## src/logic/swp_defines.vh

```
// constants for the single-wire programming slave
`ifndef SWP_DEFINES_VH
`define SWP_DEFINES_VH
// timing figures, microseconds unless noted
`define SWP_CLK_MHZ 10
`define SWP_TURN_ON_MS 5
`define SWP_ENTRY_MIN_MS 20
`define SWP_ENTRY_MAX_MS 30
`define SWP_TIMEOUT_US 220
`define SWP_START_LOW_US 5
`define SWP_STOP_HIGH_US 5
`define SWP_BIT_MIN_US 10
`define SWP_BIT_MAX_US 100
`define SWP_TKO_SLV_US 3
`define SWP_PUMP_SETTLE_MS 1
// derived cycle counts
`define SWP_TURN_ON_CYC (`SWP_TURN_ON_MS * 1000 * `SWP_CLK_MHZ)
`define SWP_ENTRY_CYC (`SWP_ENTRY_MIN_MS * 1000 * `SWP_CLK_MHZ)
`define SWP_TIMEOUT_CYC (`SWP_TIMEOUT_US * `SWP_CLK_MHZ)
`define SWP_START_LOW_CYC (`SWP_START_LOW_US * `SWP_CLK_MHZ)
`define SWP_STOP_HIGH_CYC (`SWP_STOP_HIGH_US * `SWP_CLK_MHZ)
`define SWP_TKO_SLV_CYC (`SWP_TKO_SLV_US * `SWP_CLK_MHZ)
`define SWP_PUMP_SETTLE_CYC (`SWP_PUMP_SETTLE_MS * 1000 * `SWP_CLK_MHZ)
// command byte fields
`define SWP_REGION_HI 7
`define SWP_REGION_LO 5
`define SWP_ADDR_HI 4
`define SWP_ADDR_LO 1
`define SWP_DIR_BIT 0
`define SWP_REGION_NVM 3'h0
`define SWP_REGION_REG 3'h4
// register space addresses
`define SWP_ADDR_CTRL 4'h0
`define SWP_ADDR_TESTCTRL 4'h1
`define SWP_ADDR_SIGNATURE 4'h2
// control register bits
`define SWP_CTRL_PUMP_BIT 0
`define SWP_CTRL_WREN_BIT 1
`endif

```

## src/logic/swp_fifo.v

```verilog
// small valid/ready fifo for received write words
`timescale 1ns/10ps
module swp_fifo #(
  parameter WIDTH = 20,
  parameter DEPTH = 4,
  parameter AW = 2
) (
  input wire clk,
  input wire rst,
  input wire [WIDTH-1:0] in_data,
  input wire in_valid,
  output wire in_ready,
  output wire [WIDTH-1:0] out_data,
  output wire out_valid,
  input wire out_ready
);
  reg [WIDTH-1:0] mem_reg [0:DEPTH-1];
  reg [AW-1:0] wr_reg;
  reg [AW-1:0] rd_reg;
  reg [AW:0] cnt_reg;
  wire push;
  wire pop;
  assign in_ready = (cnt_reg != DEPTH[AW:0]);
  assign out_valid = (cnt_reg != {(AW+1){1'b0}});
  assign out_data = mem_reg[rd_reg];
  assign push = in_valid && in_ready;
  assign pop = out_valid && out_ready;
  always @(posedge clk)
  begin
    if (push)
      mem_reg[wr_reg] <= in_data;
    if (rst)
    begin
      wr_reg <= {AW{1'b0}};
      rd_reg <= {AW{1'b0}};
      cnt_reg <= {(AW+1){1'b0}};
    end
    else
    begin
      if (push)
        wr_reg <= (wr_reg == DEPTH-1) ? {AW{1'b0}} : wr_reg + 1'b1;
      if (pop)
        rd_reg <= (rd_reg == DEPTH-1) ? {AW{1'b0}} : rd_reg + 1'b1;
      if (push && !pop)
        cnt_reg <= cnt_reg + 1'b1;
      else if (pop && !push)
        cnt_reg <= cnt_reg - 1'b1;
    end
  end
endmodule

```

## src/logic/swp_slave.v

```verilog
// one channel of the single-wire programming slave
`timescale 1ns/10ps
`include "swp_defines.vh"
// Function
// - after reset and turn-on time, pin runs as analog output from stored data.
// - command mode only via entry write inside the entry window after reset.
// - pin is the bidirectional link; slave never starts a transfer.
// - frame starts at a rising edge after low held at least start time.
// - one command byte then the data phase immediately.
// - reads carry a handover bit before and after the data.
// - exactly two data bytes form one 16-bit word.
// - high for the stop time after last rising edge ends the transfer.
// - no rising edge for time-out period abandons the frame to idle.
// - long high pulse means one, short high pulse means zero.
// - most significant byte first, most significant bit first.
// - command byte: region 7..5, address 4..1, direction bit 0.
// - region 000 is memory, 100 is register space, others reserved.
// - command mode gives access to memory, control, test-control, signature.
// - command mode is left only by power-on reset.
// - memory stored only after pump enabled and settle time elapsed.
// - communication reset no later than 220 us after last rising edge.
// - bit period between 10 and 100 us.
// - entry window spans 20 to 30 ms after power-on; the code opens it at reset and closes it at ENTRY_CYC (20 ms).
module swp_slave #(
  parameter TURN_ON_CYC = `SWP_TURN_ON_CYC,
  parameter ENTRY_CYC = `SWP_ENTRY_CYC,
  parameter PUMP_CYC = `SWP_PUMP_SETTLE_CYC,
  parameter [15:0] SIGNATURE = 16'h5A3C
) (
  input wire clk,
  input wire rst,
  input wire link_in,
  output reg link_out,
  output reg link_oe,
  output reg analog_en,
  output reg cmd_mode,
  output reg nvm_we,
  output reg [3:0] nvm_addr,
  output reg [15:0] nvm_wdata,
  input wire [15:0] nvm_rdata,
  output reg [15:0] control_register,
  output reg [15:0] test_control_register,
  output reg frame_error
);
  // signature value is arbitrary
  localparam S_IDLE = 3'h0;
  localparam S_CMD = 3'h1;
  localparam S_HAND = 3'h2;
  localparam S_TX = 3'h3;
  localparam S_DATA = 3'h4;
  localparam S_TKOV = 3'h5;
  localparam [17:0] TO_CYC = `SWP_TIMEOUT_CYC;
  localparam [17:0] START_CYC = `SWP_START_LOW_CYC;
  localparam [17:0] STOP_CYC = `SWP_STOP_HIGH_CYC;
  localparam [17:0] TKO_CYC = `SWP_TKO_SLV_CYC;
  // ============================================================
  // power-on timing and modes
  reg [27:0] por_cnt_reg;
  reg [27:0] pump_cnt_reg;
  reg pump_ready_reg;
  wire window_open;
  assign window_open = (por_cnt_reg < ENTRY_CYC);
  // ============================================================
  // edge and width measurement
  reg link_d_reg;
  reg [17:0] low_cnt_reg;
  reg [17:0] high_cnt_reg;
  reg [17:0] since_rise_reg;
  reg [17:0] period_reg;
  reg [17:0] hi_width_reg;
  reg [2:0] state_reg;
  reg [4:0] bit_cnt_reg;
  reg [7:0] cmd_reg;
  reg [15:0] shift_reg;
  reg [17:0] tx_cnt_reg;
  reg first_rise_reg;
  reg word_done_reg;
  wire rise;
  wire fall;
  wire rx_bit;
  wire [2:0] region;
  wire valid_region;
  assign rise = link_in && !link_d_reg;
  assign fall = !link_in && link_d_reg;
  // high width of the finished bit compared with half a period; the first bit has no
  // earlier period, later ones use the previous bit since a stop stretches the last low
  assign rx_bit = first_rise_reg ? ({hi_width_reg, 1'b0} > {1'b0, low_cnt_reg + hi_width_reg}) :
    ({hi_width_reg, 1'b0} > {1'b0, period_reg});
  assign region = cmd_reg[`SWP_REGION_HI:`SWP_REGION_LO];
  assign valid_region = (region == `SWP_REGION_NVM) || (region == `SWP_REGION_REG);
  // ============================================================
  // write words pass a fifo so an nvm busy cycle does not lose them
  wire [19:0] fifo_out;
  wire fifo_out_valid;
  wire fifo_in_ready;
  reg fifo_push_reg;
  reg [19:0] fifo_in_reg;
  swp_fifo #(.WIDTH(20), .DEPTH(4), .AW(2)) u_fifo (
    .clk(clk),
    .rst(rst),
    .in_data(fifo_in_reg),
    .in_valid(fifo_push_reg),
    .in_ready(fifo_in_ready),
    .out_data(fifo_out),
    .out_valid(fifo_out_valid),
    .out_ready(1'b1)
  );
  // ============================================================
  // link receiver and transmitter
  always @(posedge clk)
  begin
    if (rst)
    begin
      link_d_reg <= 1'b1;
      low_cnt_reg <= 18'h0;
      high_cnt_reg <= 18'h0;
      since_rise_reg <= 18'h0;
      period_reg <= 18'h0;
      hi_width_reg <= 18'h0;
      state_reg <= S_IDLE;
      bit_cnt_reg <= 5'h0;
      cmd_reg <= 8'h0;
      shift_reg <= 16'h0;
      tx_cnt_reg <= 18'h0;
      first_rise_reg <= 1'b0;
      word_done_reg <= 1'b0;
      link_out <= 1'b0;
      link_oe <= 1'b0;
      fifo_push_reg <= 1'b0;
      fifo_in_reg <= 20'h0;
      frame_error <= 1'b0;
    end
    else
    begin
      link_d_reg <= link_in;
      fifo_push_reg <= 1'b0;
      if (rise)
        since_rise_reg <= 18'h0;
      else if (since_rise_reg != 18'h3FFFF)
        since_rise_reg <= since_rise_reg + 18'h1;
      if (fall)
      begin
        hi_width_reg <= high_cnt_reg;
        low_cnt_reg <= 18'h0;
      end
      else if (!link_in && low_cnt_reg != 18'h3FFFF)
        low_cnt_reg <= low_cnt_reg + 18'h1;
      if (rise)
        high_cnt_reg <= 18'h0;
      else if (link_in && high_cnt_reg != 18'h3FFFF)
        high_cnt_reg <= high_cnt_reg + 18'h1;
      if (state_reg != S_IDLE && state_reg != S_TX && since_rise_reg >= TO_CYC)
      begin
        state_reg <= S_IDLE;
        frame_error <= 1'b1;
        link_oe <= 1'b0;
      end
      else
        case (state_reg)
          S_IDLE:
          begin
            link_oe <= 1'b0;
            // slave only listens here; it never opens a frame
            if (rise && low_cnt_reg >= START_CYC && analog_en == 1'b0 || rise && window_open
                && low_cnt_reg >= START_CYC)
            begin
              state_reg <= S_CMD;
              bit_cnt_reg <= 5'h0;
              first_rise_reg <= 1'b1;
              word_done_reg <= 1'b0;
              frame_error <= 1'b0;
            end
          end
          S_CMD, S_DATA:
          begin
            // a bit ends at the next rising edge, which also sets the period
            if (rise)
            begin
              first_rise_reg <= 1'b0;
              if (state_reg == S_CMD)
              begin
                cmd_reg <= {cmd_reg[6:0], rx_bit};
                bit_cnt_reg <= bit_cnt_reg + 5'h1;
                if (bit_cnt_reg == 5'h7)
                begin
                  bit_cnt_reg <= 5'h0;
                  if (cmd_reg[6] == 1'b1 || rx_bit)
                    state_reg <= S_CMD;
                  if (rx_bit)
                    state_reg <= S_HAND;
                  else
                    state_reg <= S_DATA;
                end
              end
              else if (!word_done_reg)
              begin
                shift_reg <= {shift_reg[14:0], rx_bit};
                bit_cnt_reg <= bit_cnt_reg + 5'h1;
                if (bit_cnt_reg == 5'hF)
                begin
                  word_done_reg <= 1'b1;
                  if (valid_region && fifo_in_ready)
                  begin
                    fifo_in_reg <= {cmd_reg[`SWP_ADDR_HI:`SWP_ADDR_LO], shift_reg[14:0], rx_bit};
                    fifo_push_reg <= 1'b1;
                  end
                end
              end
              period_reg <= low_cnt_reg + hi_width_reg;
            end
            // long high after the last edge closes the frame; a long one bit is not a stop
            if (link_in && high_cnt_reg >= STOP_CYC && !first_rise_reg
                && word_done_reg)
              state_reg <= S_IDLE;
          end
          S_HAND:
          begin
            // master handover bit: for a valid region the slave drives low after its falling edge
            if (fall)
            begin
              state_reg <= S_TX;
              tx_cnt_reg <= 18'h0;
              bit_cnt_reg <= 5'h0;
              shift_reg <= (region == `SWP_REGION_NVM) ? nvm_rdata :
                (cmd_reg[`SWP_ADDR_HI:`SWP_ADDR_LO] == `SWP_ADDR_CTRL) ? control_register :
                (cmd_reg[`SWP_ADDR_HI:`SWP_ADDR_LO] == `SWP_ADDR_TESTCTRL) ?
                test_control_register : SIGNATURE;
              link_out <= 1'b0;
              link_oe <= valid_region;
            end
          end
          S_TX:
          begin
            // slave sends 16 data bits then a one handover bit; high phase first after the takeover low
            tx_cnt_reg <= tx_cnt_reg + 18'h1;
            if (bit_cnt_reg == 5'h0 && tx_cnt_reg < TKO_CYC)
              link_out <= 1'b0;
            else
            begin
              if (tx_cnt_reg == TKO_CYC && bit_cnt_reg == 5'h0)
              begin
                tx_cnt_reg <= 18'h0;
                bit_cnt_reg <= 5'h1;
              end
              else if (tx_cnt_reg == period_reg)
              begin
                tx_cnt_reg <= 18'h0;
                bit_cnt_reg <= bit_cnt_reg + 5'h1;
                if (bit_cnt_reg <= 5'h10)
                  shift_reg <= {shift_reg[14:0], 1'b0};
                if (bit_cnt_reg == 5'h11)
                begin
                  state_reg <= S_TKOV;
                  link_oe <= 1'b0;
                end
              end
              if (bit_cnt_reg <= 5'h10)
                link_out <= (tx_cnt_reg < (shift_reg[15] ? (period_reg - (period_reg >> 2)) :
                  (period_reg >> 2)));
              else
                link_out <= (tx_cnt_reg < (period_reg - (period_reg >> 2)));
            end
          end
          S_TKOV:
          begin
            // bus released; master takes over and stops, or time-out idles
            link_oe <= 1'b0;
            if (link_in && high_cnt_reg >= STOP_CYC)
              state_reg <= S_IDLE;
          end
          default:
            state_reg <= S_IDLE;
        endcase
    end
  end
  // ============================================================
  // mode control and register space
  always @(posedge clk)
  begin
    if (rst)
    begin
      por_cnt_reg <= 28'h0;
      analog_en <= 1'b0;
      cmd_mode <= 1'b0;
      control_register <= 16'h0;
      test_control_register <= 16'h0;
      pump_cnt_reg <= 28'h0;
      pump_ready_reg <= 1'b0;
      nvm_we <= 1'b0;
      nvm_addr <= 4'h0;
      nvm_wdata <= 16'h0;
    end
    else
    begin
      nvm_we <= 1'b0;
      if (por_cnt_reg != 28'hFFFFFFF)
        por_cnt_reg <= por_cnt_reg + 28'h1;
      if (por_cnt_reg >= TURN_ON_CYC && !cmd_mode)
        analog_en <= 1'b1;
      if (control_register[`SWP_CTRL_PUMP_BIT] && control_register[`SWP_CTRL_WREN_BIT])
      begin
        if (pump_cnt_reg >= PUMP_CYC)
          pump_ready_reg <= 1'b1;
        else
          pump_cnt_reg <= pump_cnt_reg + 28'h1;
      end
      else
      begin
        pump_cnt_reg <= 28'h0;
        pump_ready_reg <= 1'b0;
      end
      if (fifo_out_valid)
      begin
        if (!cmd_mode)
        begin
          // entry word must hit the signature register inside the window
          if (window_open && fifo_out[19:16] == `SWP_ADDR_SIGNATURE
              && fifo_out[15:0] == SIGNATURE && region == `SWP_REGION_REG)
          begin
            cmd_mode <= 1'b1;
            analog_en <= 1'b0;
          end
        end
        else if (region == `SWP_REGION_NVM)
        begin
          nvm_addr <= fifo_out[19:16];
          nvm_wdata <= fifo_out[15:0];
          nvm_we <= pump_ready_reg;
        end
        else if (fifo_out[19:16] == `SWP_ADDR_CTRL)
          control_register <= fifo_out[15:0];
        else if (fifo_out[19:16] == `SWP_ADDR_TESTCTRL)
          test_control_register <= fifo_out[15:0];
      end
    end
  end
endmodule

```

## config.mk

```make
export PLATFORM = sky130hd
export DESIGN_NAME = swp_slave
export DESIGN_NICKNAME = d
export VERILOG_FILES = /design/src/logic/swp_fifo.v /design/src/logic/swp_slave.v
export VERILOG_INCLUDE_DIRS = /design/src /design/src/logic
export SDC_FILE = /design/constraint.sdc
export NUM_CORES = 1
export LEC_CHECK = 0
export BUFFER_PORTS_ARGS = -buffer_cell sky130_fd_sc_hd__buf_2
export CORE_MARGIN = 2
export CORE_UTILIZATION = 53
export DETAILED_ROUTE_END_ITERATION = 7
export GPL_TIMING_DRIVEN = 0
export PLACE_DENSITY = 0.7
export SYNTH_ARGS = -nofsm -noshare
export SYNTH_HDL_FRONTEND = slang
export SYNTH_SLANG_ARGS = --single-unit
```

## constraint.sdc

```tcl
create_clock -name clk -period 5.1 [get_ports clk]
set_input_delay 0.51 -clock clk [delete_from_list [all_inputs] [get_ports clk]]
set_output_delay 0.51 -clock clk [all_outputs]
set_load 0.1 [all_outputs]
```

# --- After elaboration in Yosys (flattened, before gate mapping) ---
# Memories as Yosys holds them, arrays and structs flattened. A register that Yosys moved wholly into a read port is not among the register bits.
# Cells that the tools add are included.
word_totals:
  reg_bits: 286
  output_inout_bits: 58
  wordCells: 255
  ramBits: 80
  mem_count: 1
classes:
  eq_ne: 39
  bitwise: 12
  reduce_logical: 69
  muxes: 78
  addsub: 13
  n_lt_le_gt_ge: 12
memory_table:
  columns: ["name", "words", "width", "rd", "rd_clocked_by_memory_dff", "write_ports", "line_no", "rtl"]
  rows:
  - ["u_fifo.mem_reg", 4, 20, 1, 1, 1, "swp_fifo.v:17", "reg [WIDTH-1:0] mem_reg [0:DEPTH-1];"]
op_table:
  columns: ["op", "count"]
  rows:
  - ["$mux W16", 11]
  - ["$mux W18", 5]
  - ["$add A18 B1 Y18 const B", 4]
  - ["$add A28 B1 Y28 const B", 2]
  - ["$ne A18 B18 Y1 const B", 3]
  - ["$pmux W16 S3", 1]
  - ["$mux W5", 9]
  - ["$mux W3", 14]
  - ["$gt A19 B18 Y1", 2]
  - ["$ge A18 B6 Y1 const B", 2]
  - ["$lt A18 B18 Y1", 2]
  - ["$pmux W18 S2", 1]
  - ["$ge A28 B14 Y1 const B", 1]
  - ["$ge A28 B16 Y1 const B", 1]
  - ["$lt A28 B18 Y1 const B", 1]
  - ["$ne A28 B28 Y1 const B", 1]
  - ["$mux W1", 27]
  - ["$logic_and A1 B1 Y1", 24]
  - ["$ne A2 B2 Y1 const B", 11]
  - ["$pmux W5 S4", 1]
  - ["$reduce_and A10 Y1", 2]
  - ["$add A18 B18 Y18", 1]
  - ["$eq A18 B18 Y1", 1]
  - ["$eq A18 B5 Y1 const B", 1]
  - ["43 further kinds", 95]

# --- Logic depth before layout (Yosys ltp) ---
# Gate-level depths: netlist of the first run.
depth:
  word_depth: 9
  mapped_depth: 19
  mapped_depth_nobuf: 19

# --- By module ---
# A second synthesis of the first run with hierarchy kept.
unflattened:
  cells_unflattened: 2069
  area_unflattened_um2: 19003.2
modules_own_cells:
  columns: ["mod", "cells_each", "area_per_inst_um2", "instances"]
  rows:
  - ["swp_slave", 1917, 15648.8, 1]
  - ["swp_fifo", 152, 3354.5, 1]

# --- Least setup slack after synthesis of the first run ---
# Ideal clock, no wire load.
synth_path:
  path_type: "flip-flop to flip-flop"
  from: "register low_cnt_reg[6]"
  to: "register shift_reg[0]"
  arrival_time_ps: 3485
  synth_period_minus_slack_ps: 3617
  stages_incl_launch_ff: 19
  setup_slack_ps: 1483
  n_path_buf: 1
  path_cell_list: "dfxtp_1 -> ha_1 -> clkbuf_1 -> a2111oi_0 -> o21ai_0 -> a21oi_1 -> o2111ai_1 -> a21oi_1 -> o21bai_1 -> mux2i_1 -> nand2_1 -> ha_1 -> nand2_1 -> nor4_1 -> nand4_1 -> o211ai_1 -> nand2_1 -> a221oi_1 -> nor3_1"
synth_via:
  elab_chain_cells: 7
synth_lines:
  columns: ["item", "line_no", "rtl"]
  rows:
  - ["start: declaration", "swp_slave.v:66", "reg [17:0] low_cnt_reg;"]
  - ["start signal: assignment", "swp_slave.v:147", "low_cnt_reg <= low_cnt_reg + 18'h1;"]
  - ["$add A18 B18 Y18", "swp_slave.v:87", "assign rx_bit = first_rise_reg ? ({hi_width_reg, 1'b0} > {1'b0, low_cnt_reg + hi_width_reg}) :"]
  - ["$gt A19 B18 Y1", "swp_slave.v:87", null]
  - ["$mux W1", "swp_slave.v:87", null]
  - ["$mux W16", "swp_slave.v:195", "else if (!word_done_reg)"]
  - ["$mux W16", "swp_slave.v:180", "if (state_reg == S_CMD)"]
  - ["$mux W16", "swp_slave.v:177", "if (rise)"]
  - ["$pmux W16 S3", "swp_slave.v:159", "case (state_reg)"]
  - ["end signal: assignment", "swp_slave.v:197", "shift_reg <= {shift_reg[14:0], rx_bit};"]
  - ["end signal: assignment", "swp_slave.v:224", "shift_reg <= (region == `SWP_REGION_NVM) ? nvm_rdata :"]
  - ["end signal: assignment", "swp_slave.v:250", "shift_reg <= {shift_reg[14:0], 1'b0};"]
  - ["end: declaration", "swp_slave.v:74", "reg [15:0] shift_reg;"]
# No other way between the ends. The select of a mux whose other input is x is not followed.
# A chain may end at the register's enable or synchronous reset.

# --- Worst setup path after layout of the first run ---
layout_path:
  from: "register hi_width_reg[6]"
  to: "register shift_reg[0]"
layout_via:
  elab_chain_cells: 7
  word_cells_on_any_way: 8
  classes_between: "add/sub (1); order compare (2); mux (5)"
layout_lines:
  columns: ["item", "line_no", "rtl"]
  rows:
  - ["start: declaration", "swp_slave.v:70", "reg [17:0] hi_width_reg;"]
  - ["start signal: assignment", "swp_slave.v:143", "hi_width_reg <= high_cnt_reg;"]
  - ["$add A18 B18 Y18", "swp_slave.v:87", null]
  - ["$gt A19 B18 Y1", "swp_slave.v:87", null]
  - ["$mux W1 (*)", "swp_slave.v:87", null]
  - ["$mux W16 (*)", "swp_slave.v:195", null]
  - ["$mux W16 (*)", "swp_slave.v:180", null]
  - ["$mux W16 (*)", "swp_slave.v:177", null]
  - ["$pmux W16 S3 (*)", "swp_slave.v:159", null]
# Every way passes the cells marked *; elsewhere a longest branch is shown, timed or not. The select of a mux whose other input is x is not followed.

==> results.yml, run 1 <==
timing:
  setup_violations: 0
  tns_ns: 0
  max_freq_ghz: 0.214
  layout_setup_ws_ns: 0.428
  rsz0062_at_grt: "false"
  drv_slew: 0
  hold_viol: 0
  finalClockSkew_ns: 0.0128
  min_period_ns: 4.67
  max-slew-margin-rel_pct: 16.3
  fin_crit_sh_pct: 91.6
  worst_pin_slew_ns: 1.26
clocking:
  cts_tree: "yes"
  clock_path_buffers: 3
  cts_max_level: 2
  clkLatencyLatePin_ns: 0.53
  cts_num_sinks: 368
  root_buffer: "clkbuf_16"
  ctsHoldBuffers: 0
  post_cts_buffers: 0
  cts_made_buffers: 38
  ctsResizeCount: 0
  clk_pin_slew_worst_paths_ns: 0.06
hold_path:
  hold_class: "in -> reg"
  hold_path_depth: 2
synth:
  synth_area_per_cell_um2: 9.21
  synth-async-reset-ratio_pct: 0
  synthCells: 2053
  synth_seq_area_share_pct: 43.2
  synth.distinct_cells: 80
  syn-cell-area_um2: 18900
  synth_edf_count: 80
  yosys_warnings: 0
  ys.flop_type: "dfxtp_1"
  synth_nets: 2198
  ys_seq_elements: 368
global_route:
  grt_pass1_vias: 14757
  gr-total-overflow: 0
  grt_first_pass_wirelength_um: 76300
  globalRouteTotalUtil_pct: 26.0
  grt_max_degree: 21
  antenna_found_initial: 0
routing:
  drt-total-wl_um: 48200
  wl_per_cell_um: 18.1
  num_vias: 15399
  dr.pass1.iters: 5
  viasPerCell: 5.79
  drc: 0
  ant_nets: 0
  drt-initial-drc-count: 1044
critical_path:
  worstSetupPathType: "reg -> reg"
  r2r_cells: 18
  worst_ep_arrival_time_ns: 5.06
  critPathMaxFanout: 7
  startpoint_type: "register"
  required_ns: 5.49
  crit_path_end_kind: "register"
placed_design:
  port-buffer-count: 76
  placed_area_um2: 19900
  globalplace.congestion: 0.917
  dpl.cell_count: 2590
  hpwl_um: 35800
  preCtsSetupSlack_ns: 0.479
floorplanning:
  num_io_pins: 77
  core_area_um2: 35300
  die-width_um: 193
  fp.dieArea_um2: 37200
  initial_core_util_pct: 53.6
  std_cell_rows: 69
  dieHeight_um: 193
finish:
  finish.instance_area_um2: 21200
  antenna_cells: 0
  stdcell_count: 2660
  final_cell_mix: "dfxtp_1, nor2_1, nand2_1"
  largest_reg_flops: 80
  areaGrowthSynthToFinish_pct: 11.9
  layout.nets: 2315
  drive_gt1_share_pct: 9.69
  layout_commonest_cell: "dfxtp_1"
power_and_ir_drop:
  power_uw: 6320
  ir_drop_mv: 0.360
  power_leakage_uw: 0.00799
  power.density_nw_per_um2: 299
flow_run:
  drv_cap: 0
status:
  outcome: "finished, final reports clean"
-- through the flow --
| step | hold WS (ns) | util [%] |
|---|---|---|
| 5_1_grt | 0.344 | 59.9 |
| 3_3_place_gp | 0.441 | 56.3 |
| 3_5_place_dp | 0.445 | 56.3 |
| 6_report | 0.350 | 59.9 |
| 4_1_cts | 0.339 | 59.9 |
| 2_1_floorplan | 0.424 | - |
-- worst paths after layout --
check / endpoint / slack, ns / startpoint
worst min-delay path: link_d_reg$_SDFF_PP1_ / 0.35 / link_in
worst min register to register: nvm_addr[3]$_SDFFE_PP0P_ / 0.45 / nvm_addr[3]$_SDFFE_PP0P_
worst max-delay path: shift_reg[0]$_SDFFE_PP0P_ / 0.43 / hi_width_reg[6]$_SDFFE_PP0P_
worst max register to register: shift_reg[0]$_SDFFE_PP0P_ / 0.43 / hi_width_reg[6]$_SDFFE_PP0P_
-- where the power goes --
group	leakage, uW	switching (uW)	internal [uW]
combinational	0.00438	282	163
clock	0.000634	1140	1710
sequential	0.00297	32.2	2990
total	0.00799	1460	4860
-- routing by layer --
| metal | share of wire [%] | wire [um] | up-vias | track usage [%] |
|---|---|---|---|---|
| met5 | 0 | 0 | - | 0 |
| met4 | 3.4 | 1620 | 0 | 9.25 |
| met3 | 6.1 | 2960 | 104 | 4.66 |
| met2 | 45 | 21600 | 409 | 41.3 |
| met1 | 46 | 22000 | 7380 | 35.5 |
| li1 | - | - | 7506 | - |
-- layout make-up --
cell class,instances,area [um2]
fillers,3062,14100
multi-input cells,1538,10200
flip-flops and latches,368,8170
clock buffers,59,1180
well taps,461,577
repair buffers,77,385
plain buffers,83,350
inverters,64,240
clock inverters,10,113
-- cell families after synthesis --
group / count (synthesis) / share of synthesized area, %
adder cells (fa/ha/maj): 126 / 8.46
buffers and inverters: 147 / 3.12
XOR/XNOR: 139 / 6.44
AND/OR/NAND/NOR: 824 / 20.7
flip-flops: 368 / 43.2
multiplexers: 98 / 6.60
AO/OA/AOI/OAI: 351 / 11.4
-- synthesized netlist by cell type, drive strengths merged, types with 11 or more instances --
cell	instances	area, um2
a211o	11	96.3
a211oi	18	135
a21o	12	90.1
a21oi	153	769
a31oi	14	87.6
and2	24	150
and3	21	131
and4	12	105
buf	24	129
clkbuf	59	221
dfxtp	288	5770
edfxtp	80	2400
ha	123	1540
inv	64	240
mux2	13	146
mux2i	65	651
mux4	20	450
nand2	224	841
nand2b	27	169
nand3	59	300
nand4	44	275
nor2	278	1050
nor2b	20	133
nor3	38	195
nor4	28	188
o21ai	63	315
o22ai	12	75.1
or3	13	81.3
or4	11	82.6
xnor2	65	569
xor2	74	648
-- worst max-delay path, stage by stage, from the launching register on --
cell       delay [ns]
dfxtp_1          0.45
ha_1             0.27
clkbuf_1         0.18
a2111oi_0        0.43
o21ai_0          0.24
a21oi_1          0.29
o2111ai_1        0.17
a21oi_1          0.24
o21bai_1         0.12
mux2i_1          0.22
nand2_1          0.08
ha_1             0.29
nand2_1          0.07
nor4_1           0.48
nand4_1          0.15
o211ai_1         0.26
nand2_1          0.18
a221oi_1         0.31
nor3_1           0.08
Power figures use the tool's default switching activity.
==> inputs of run 2 (changes only) <==
--- a/config.mk
+++ b/config.mk
@@ -7,11 +7,10 @@
 export NUM_CORES = 1
 export LEC_CHECK = 0
 export BUFFER_PORTS_ARGS = -buffer_cell sky130_fd_sc_hd__buf_2
-export CORE_MARGIN = 2
-export CORE_UTILIZATION = 53
+export CORE_UTILIZATION = 55
 export DETAILED_ROUTE_END_ITERATION = 7
 export GPL_TIMING_DRIVEN = 0
-export PLACE_DENSITY = 0.7
+export PLACE_DENSITY = 0.72
 export SYNTH_ARGS = -nofsm -noshare
 export SYNTH_HDL_FRONTEND = slang
 export SYNTH_SLANG_ARGS = --single-unit
==> results.yml, run 2 (same netlist as run 1, synthesis figures left out) <==
timing:
  setup_violations: 0
  worst_pin_slew_ns: 1.26
  layout_setup_ws_ns: 0.236
  whs_ns: 0.373
  tns_ns: 0
  rsz0062_at_grt: "false"
  max-slew-margin-rel_pct: 15.4
  drv_slew: 0
  fin_crit_sh_pct: 95.4
  max_freq_ghz: 0.206
  finalClockSkew_ns: 0.0205
  hold_viol: 0
  min_period_ns: 4.86
clocking:
  ctsHoldBuffers: 0
  cts_made_buffers: 38
  cts_max_level: 2
  clock_path_buffers: 3
  root_buffer: "clkbuf_16"
  clkLatencyLatePin_ns: 0.54
  ctsResizeCount: 0
  post_cts_buffers: 0
  clk_pin_slew_worst_paths_ns: 0.06
  cts_num_sinks: 368
  cts_tree: "yes"
finish:
  seqCellArea_um2: 8170
  multi_input_area_um2: 10200
  fillers: 2806
  layout_commonest_cell: "dfxtp_1"
  finish.instance_area_um2: 21100
  layout.nets: 2314
  final_cell_mix: "dfxtp_1, nor2_1, nand2_1"
  areaGrowthSynthToFinish_pct: 11.5
  drive_gt1_share_pct: 9.69
  largest_reg_flops: 80
  antenna_cells: 0
global_route:
  grt_first_pass_wirelength_um: 76700
  antenna_found_initial: 0
  gr-total-overflow: 0
  globalRouteTotalUtil_pct: 27.2
  grt_max_degree: 21
  grt_pass1_vias: 14720
critical_path:
  crit_start: "hi_width_reg[6]$_SDFFE_PP0P_"
  crit_path_end_kind: "register"
  required_ns: 5.49
  worst_ep_arrival_time_ns: 5.25
  worstSetupPathType: "reg -> reg"
  r2r_slack_ns: 0.24
  r2r_end: "shift_reg[0]$_SDFFE_PP0P_"
  crit_end: "shift_reg[0]$_SDFFE_PP0P_"
  startpoint_type: "register"
  critPathMaxFanout: 7
  r2r-start: "hi_width_reg[6]$_SDFFE_PP0P_"
  r2r_cells: 18
routing:
  wl_per_cell_um: 18.2
  num_vias: 15410
  viasPerCell: 5.82
  drt-initial-drc-count: 1080
  ant_nets: 0
  drc: 0
  drt-total-wl_um: 48200
  dr.pass1.iters: 6
floorplanning:
  num_io_pins: 77
  core_area_um2: 33700
  die-width_um: 187
  std_cell_rows: 67
  initial_core_util_pct: 56.1
  dieHeight_um: 187
  fp.dieArea_um2: 35100
placed_design:
  preCtsSetupSlack_ns: 0.353
  port-buffer-count: 76
  hpwl_um: 36000
  placed_area_um2: 19900
  globalplace.congestion: 0.972
power_and_ir_drop:
  power_leakage_uw: 0.00795
  power_uw: 6240
  power.density_nw_per_um2: 296
  ir_drop_mv: 0.253
hold_path:
  hp-start: "link_in"
  hold_class: "in -> reg"
flow_run:
  drv_cap: 0
status:
  outcome: "finished, final reports clean"
-- run 2: cell type report --
cell class	instances	share of cell area, %
clock inverter	16	0.718
buffer	83	1.66
clock buffer	53	5.16
multi-input combinational	1538	48.1
timing repair buffer	76	1.80
inverter	64	1.14
tap	448	2.66
sequential	368	38.7
-- run 2: worst min path at each step --
stage                     cells after the start  slack [ns]                       endpoint
after floorplan                               2        0.42              nvm_we$_SDFF_PP0_
after CTS                                     2        0.37          link_d_reg$_SDFF_PP1_
after global placement                        1        0.44  pump_cnt_reg[24]$_SDFFE_PP0N_
after detailed placement                      1        0.44  pump_cnt_reg[19]$_SDFFE_PP0N_
after global routing                          2        0.38          link_d_reg$_SDFF_PP1_
final                                         2        0.37          link_d_reg$_SDFF_PP1_
-- run 2: where the power goes --
group	switching (uW)	internal [uW]
logic	275	162
registers	32.0	2990
clock network	1170	1600
-- run 2: worst max-delay path, cell delays in order, from the launching register on --
cell and delay, ns:
dfxtp_1 0.44, ha_1 0.27, clkbuf_1 0.18, a2111oi_0 0.48, o21ai_0 0.24, a21oi_1 0.31, o2111ai_1 0.18, a21oi_1 0.24
o21bai_1 0.11, mux2i_1 0.21, nand2_1 0.08, ha_1 0.30, nand2_1 0.07, nor4_1 0.58, nand4_1 0.18, o211ai_1 0.26
nand2_1 0.19, a221oi_1 0.32, nor3_1 0.09
-- run 2: through the flow --
step                std cells  utilization (%)
finish                   2646             62.6
global route             2646             62.6
CTS                      2646             62.6
detailed placement       2577             58.9
global placement         2577             58.9
floorplan                2053                -
-- run 2: layer usage --
| layer | GRT usage, % | routed length (um) | up-vias |
|---|---|---|---|
| li1 | - | - | 7530 |
| met1 | 38.0 | 22300 | 7379 |
| met2 | 43.4 | 21700 | 409 |
| met3 | 3.85 | 2750 | 92 |
| met4 | 9.10 | 1400 | 0 |
| met5 | 0 | 0 | - |
==> inputs of run 3 (changes only) <==
--- a/config.mk
+++ b/config.mk
@@ -10,7 +10,7 @@
 export CORE_UTILIZATION = 55
 export DETAILED_ROUTE_END_ITERATION = 7
 export GPL_TIMING_DRIVEN = 0
-export PLACE_DENSITY = 0.72
+export PLACE_DENSITY = 0.82
 export SYNTH_ARGS = -nofsm -noshare
 export SYNTH_HDL_FRONTEND = slang
 export SYNTH_SLANG_ARGS = --single-unit
==> results.yml, run 3 (same netlist as run 1, synthesis figures left out) <==
routing:
  wl_met1_um: 20400
  dr.pass1.iters: 5
  drt-total-wl_um: 49300
  drt-initial-drc-count: 1342
  num_vias: 15868
  wl_per_cell_um: 18.6
  drc: 0
  top_layer: "met4"
  wl_met2_um: 23700
  viasPerCell: 5.99
  ant_nets: 0
  route.met3.wl_um: 3600
timing:
  tns_ns: 0
  finalClockSkew_ns: 0.0143
  rsz0062_at_grt: "false"
  min_period_ns: 4.80
  max-slew-margin-rel_pct: 15.3
  setup_violations: 0
  drv_slew: 0
  worst_pin_slew_ns: 1.26
  max_freq_ghz: 0.208
  fin_crit_sh_pct: 94.1
  hold_viol: 0
floorplanning:
  dieHeight_um: 187
  initial_core_util_pct: 56.1
  std_cell_rows: 67
  fp.dieArea_um2: 35100
  die-width_um: 187
  core_area_um2: 33700
  num_io_pins: 77
finish:
  layout_commonest_cell: "dfxtp_1"
  drive_gt1_share_pct: 9.69
  antenna_cells: 0
  final_core_util_pct: 62.9
  largest_reg_flops: 80
  final_cell_mix: "dfxtp_1, nor2_1, nand2_1"
  areaGrowthSynthToFinish_pct: 12.1
  fillers: 2671
  layout.nets: 2314
clocking:
  ctsHoldBuffers: 0
  root_buffer: "clkbuf_16"
  clock_path_buffers: 3
  clk_pin_slew_worst_paths_ns: 0.06
  ctsResizeCount: 0
  post_cts_buffers: 0
  cts_max_level: 2
  cts_made_buffers: 38
  cts_tree: "yes"
  clkLatencyLatePin_ns: 0.54
  cts_num_sinks: 368
power_and_ir_drop:
  power.density_nw_per_um2: 304
  ir_drop_mv: 0.251
  power_leakage_uw: 0.00801
critical_path:
  crit_path_end_kind: "register"
  worstSetupPathType: "reg -> reg"
  worst_ep_arrival_time_ns: 5.19
  startpoint_type: "register"
  required_ns: 5.49
  critPathMaxFanout: 7
placed_design:
  globalplace.congestion: 0.989
  port-buffer-count: 76
  hpwl_um: 35900
global_route:
  antenna_found_initial: 0
  grt_first_pass_wirelength_um: 78400
  grt_max_degree: 21
  globalRouteTotalUtil_pct: 27.7
  gr-total-overflow: 0
  grt_pass1_vias: 15517
hold_path:
  hold_class: "in -> reg"
status:
  outcome: "finished, final reports clean"
flow_run:
  drv_cap: 0
## run 3: cell count changes in the layout (fill, tap and decap cells not counted), sizes merged
cell,previous run,this run
bufinv,2,6
clkinvlp,4,0
inv,66,67
## run 3: final timing paths
kind,startpoint,to,slack [ns],cells past startpoint
setup / recovery,hi_width_reg[6]$_SDFFE_PP0P_,shift_reg[0]$_SDFFE_PP0P_,0.30,18
hold / removal,link_in,link_d_reg$_SDFF_PP1_,0.41,2
setup reg to reg,hi_width_reg[6]$_SDFFE_PP0P_,shift_reg[0]$_SDFFE_PP0P_,0.30,18
hold reg to reg,nvm_wdata[6]$_SDFFE_PP0P_,nvm_wdata[6]$_SDFFE_PP0P_,0.45,2
## run 3: through the flow
stage,std cells,power [uW],setup slack (ns),cell area [um2],hold WS (ns)
2_1_floorplan,2053,3400,1.48,18900,0.424
3_3_place_gp,2577,3510,0.510,19900,0.441
3_5_place_dp,2577,3520,0.531,19900,0.445
4_1_cts,2647,6460,0.421,21200,0.395
5_1_grt,2647,6640,0.0206,21200,0.385
6_report,2647,6450,0.299,21200,0.408
## run 3: layer usage
layer | global-route usage (%) | up-vias
met5 | 0 | -
met4 | 10.3 | 0
met3 | 4.77 | 128
met2 | 47.4 | 616
met1 | 34.8 | 7601
li1 | - | 7523
## run 3: layout make-up
cell class / count / area, um2 / share of cell area (%)
well taps: 448 / 561 / 2.64
repair buffers: 76 / 380 / 1.79
clock inverters: 17 / 255 / 1.20
clock buffers: 53 / 1090 / 5.13
inverters: 64 / 240 / 1.13
flip-flops and latches: 368 / 8170 / 38.5
multi-input cells: 1538 / 10200 / 47.9
plain buffers: 83 / 350 / 1.65
## run 3: where the power goes
group | internal [uW] | switching (uW) | total [uW]
sequential | 2990 | 34.1 | 3030
clock | 1810 | 1170 | 2980
combinational | 163 | 279 | 442
total | 4970 | 1480 | 6450
## run 3: worst max-delay path: stages (launching register included)
cell,delay [ns]
dfxtp_1,0.44
ha_1,0.27
clkbuf_1,0.18
a2111oi_0,0.39
o21ai_0,0.23
a21oi_1,0.30
o2111ai_1,0.18
a21oi_1,0.25
o21bai_1,0.12
mux2i_1,0.20
nand2_1,0.09
ha_1,0.29
nand2_1,0.06
nor4_1,0.56
nand4_1,0.17
o211ai_1,0.30
nand2_1,0.18
a221oi_1,0.34
nor3_1,0.09
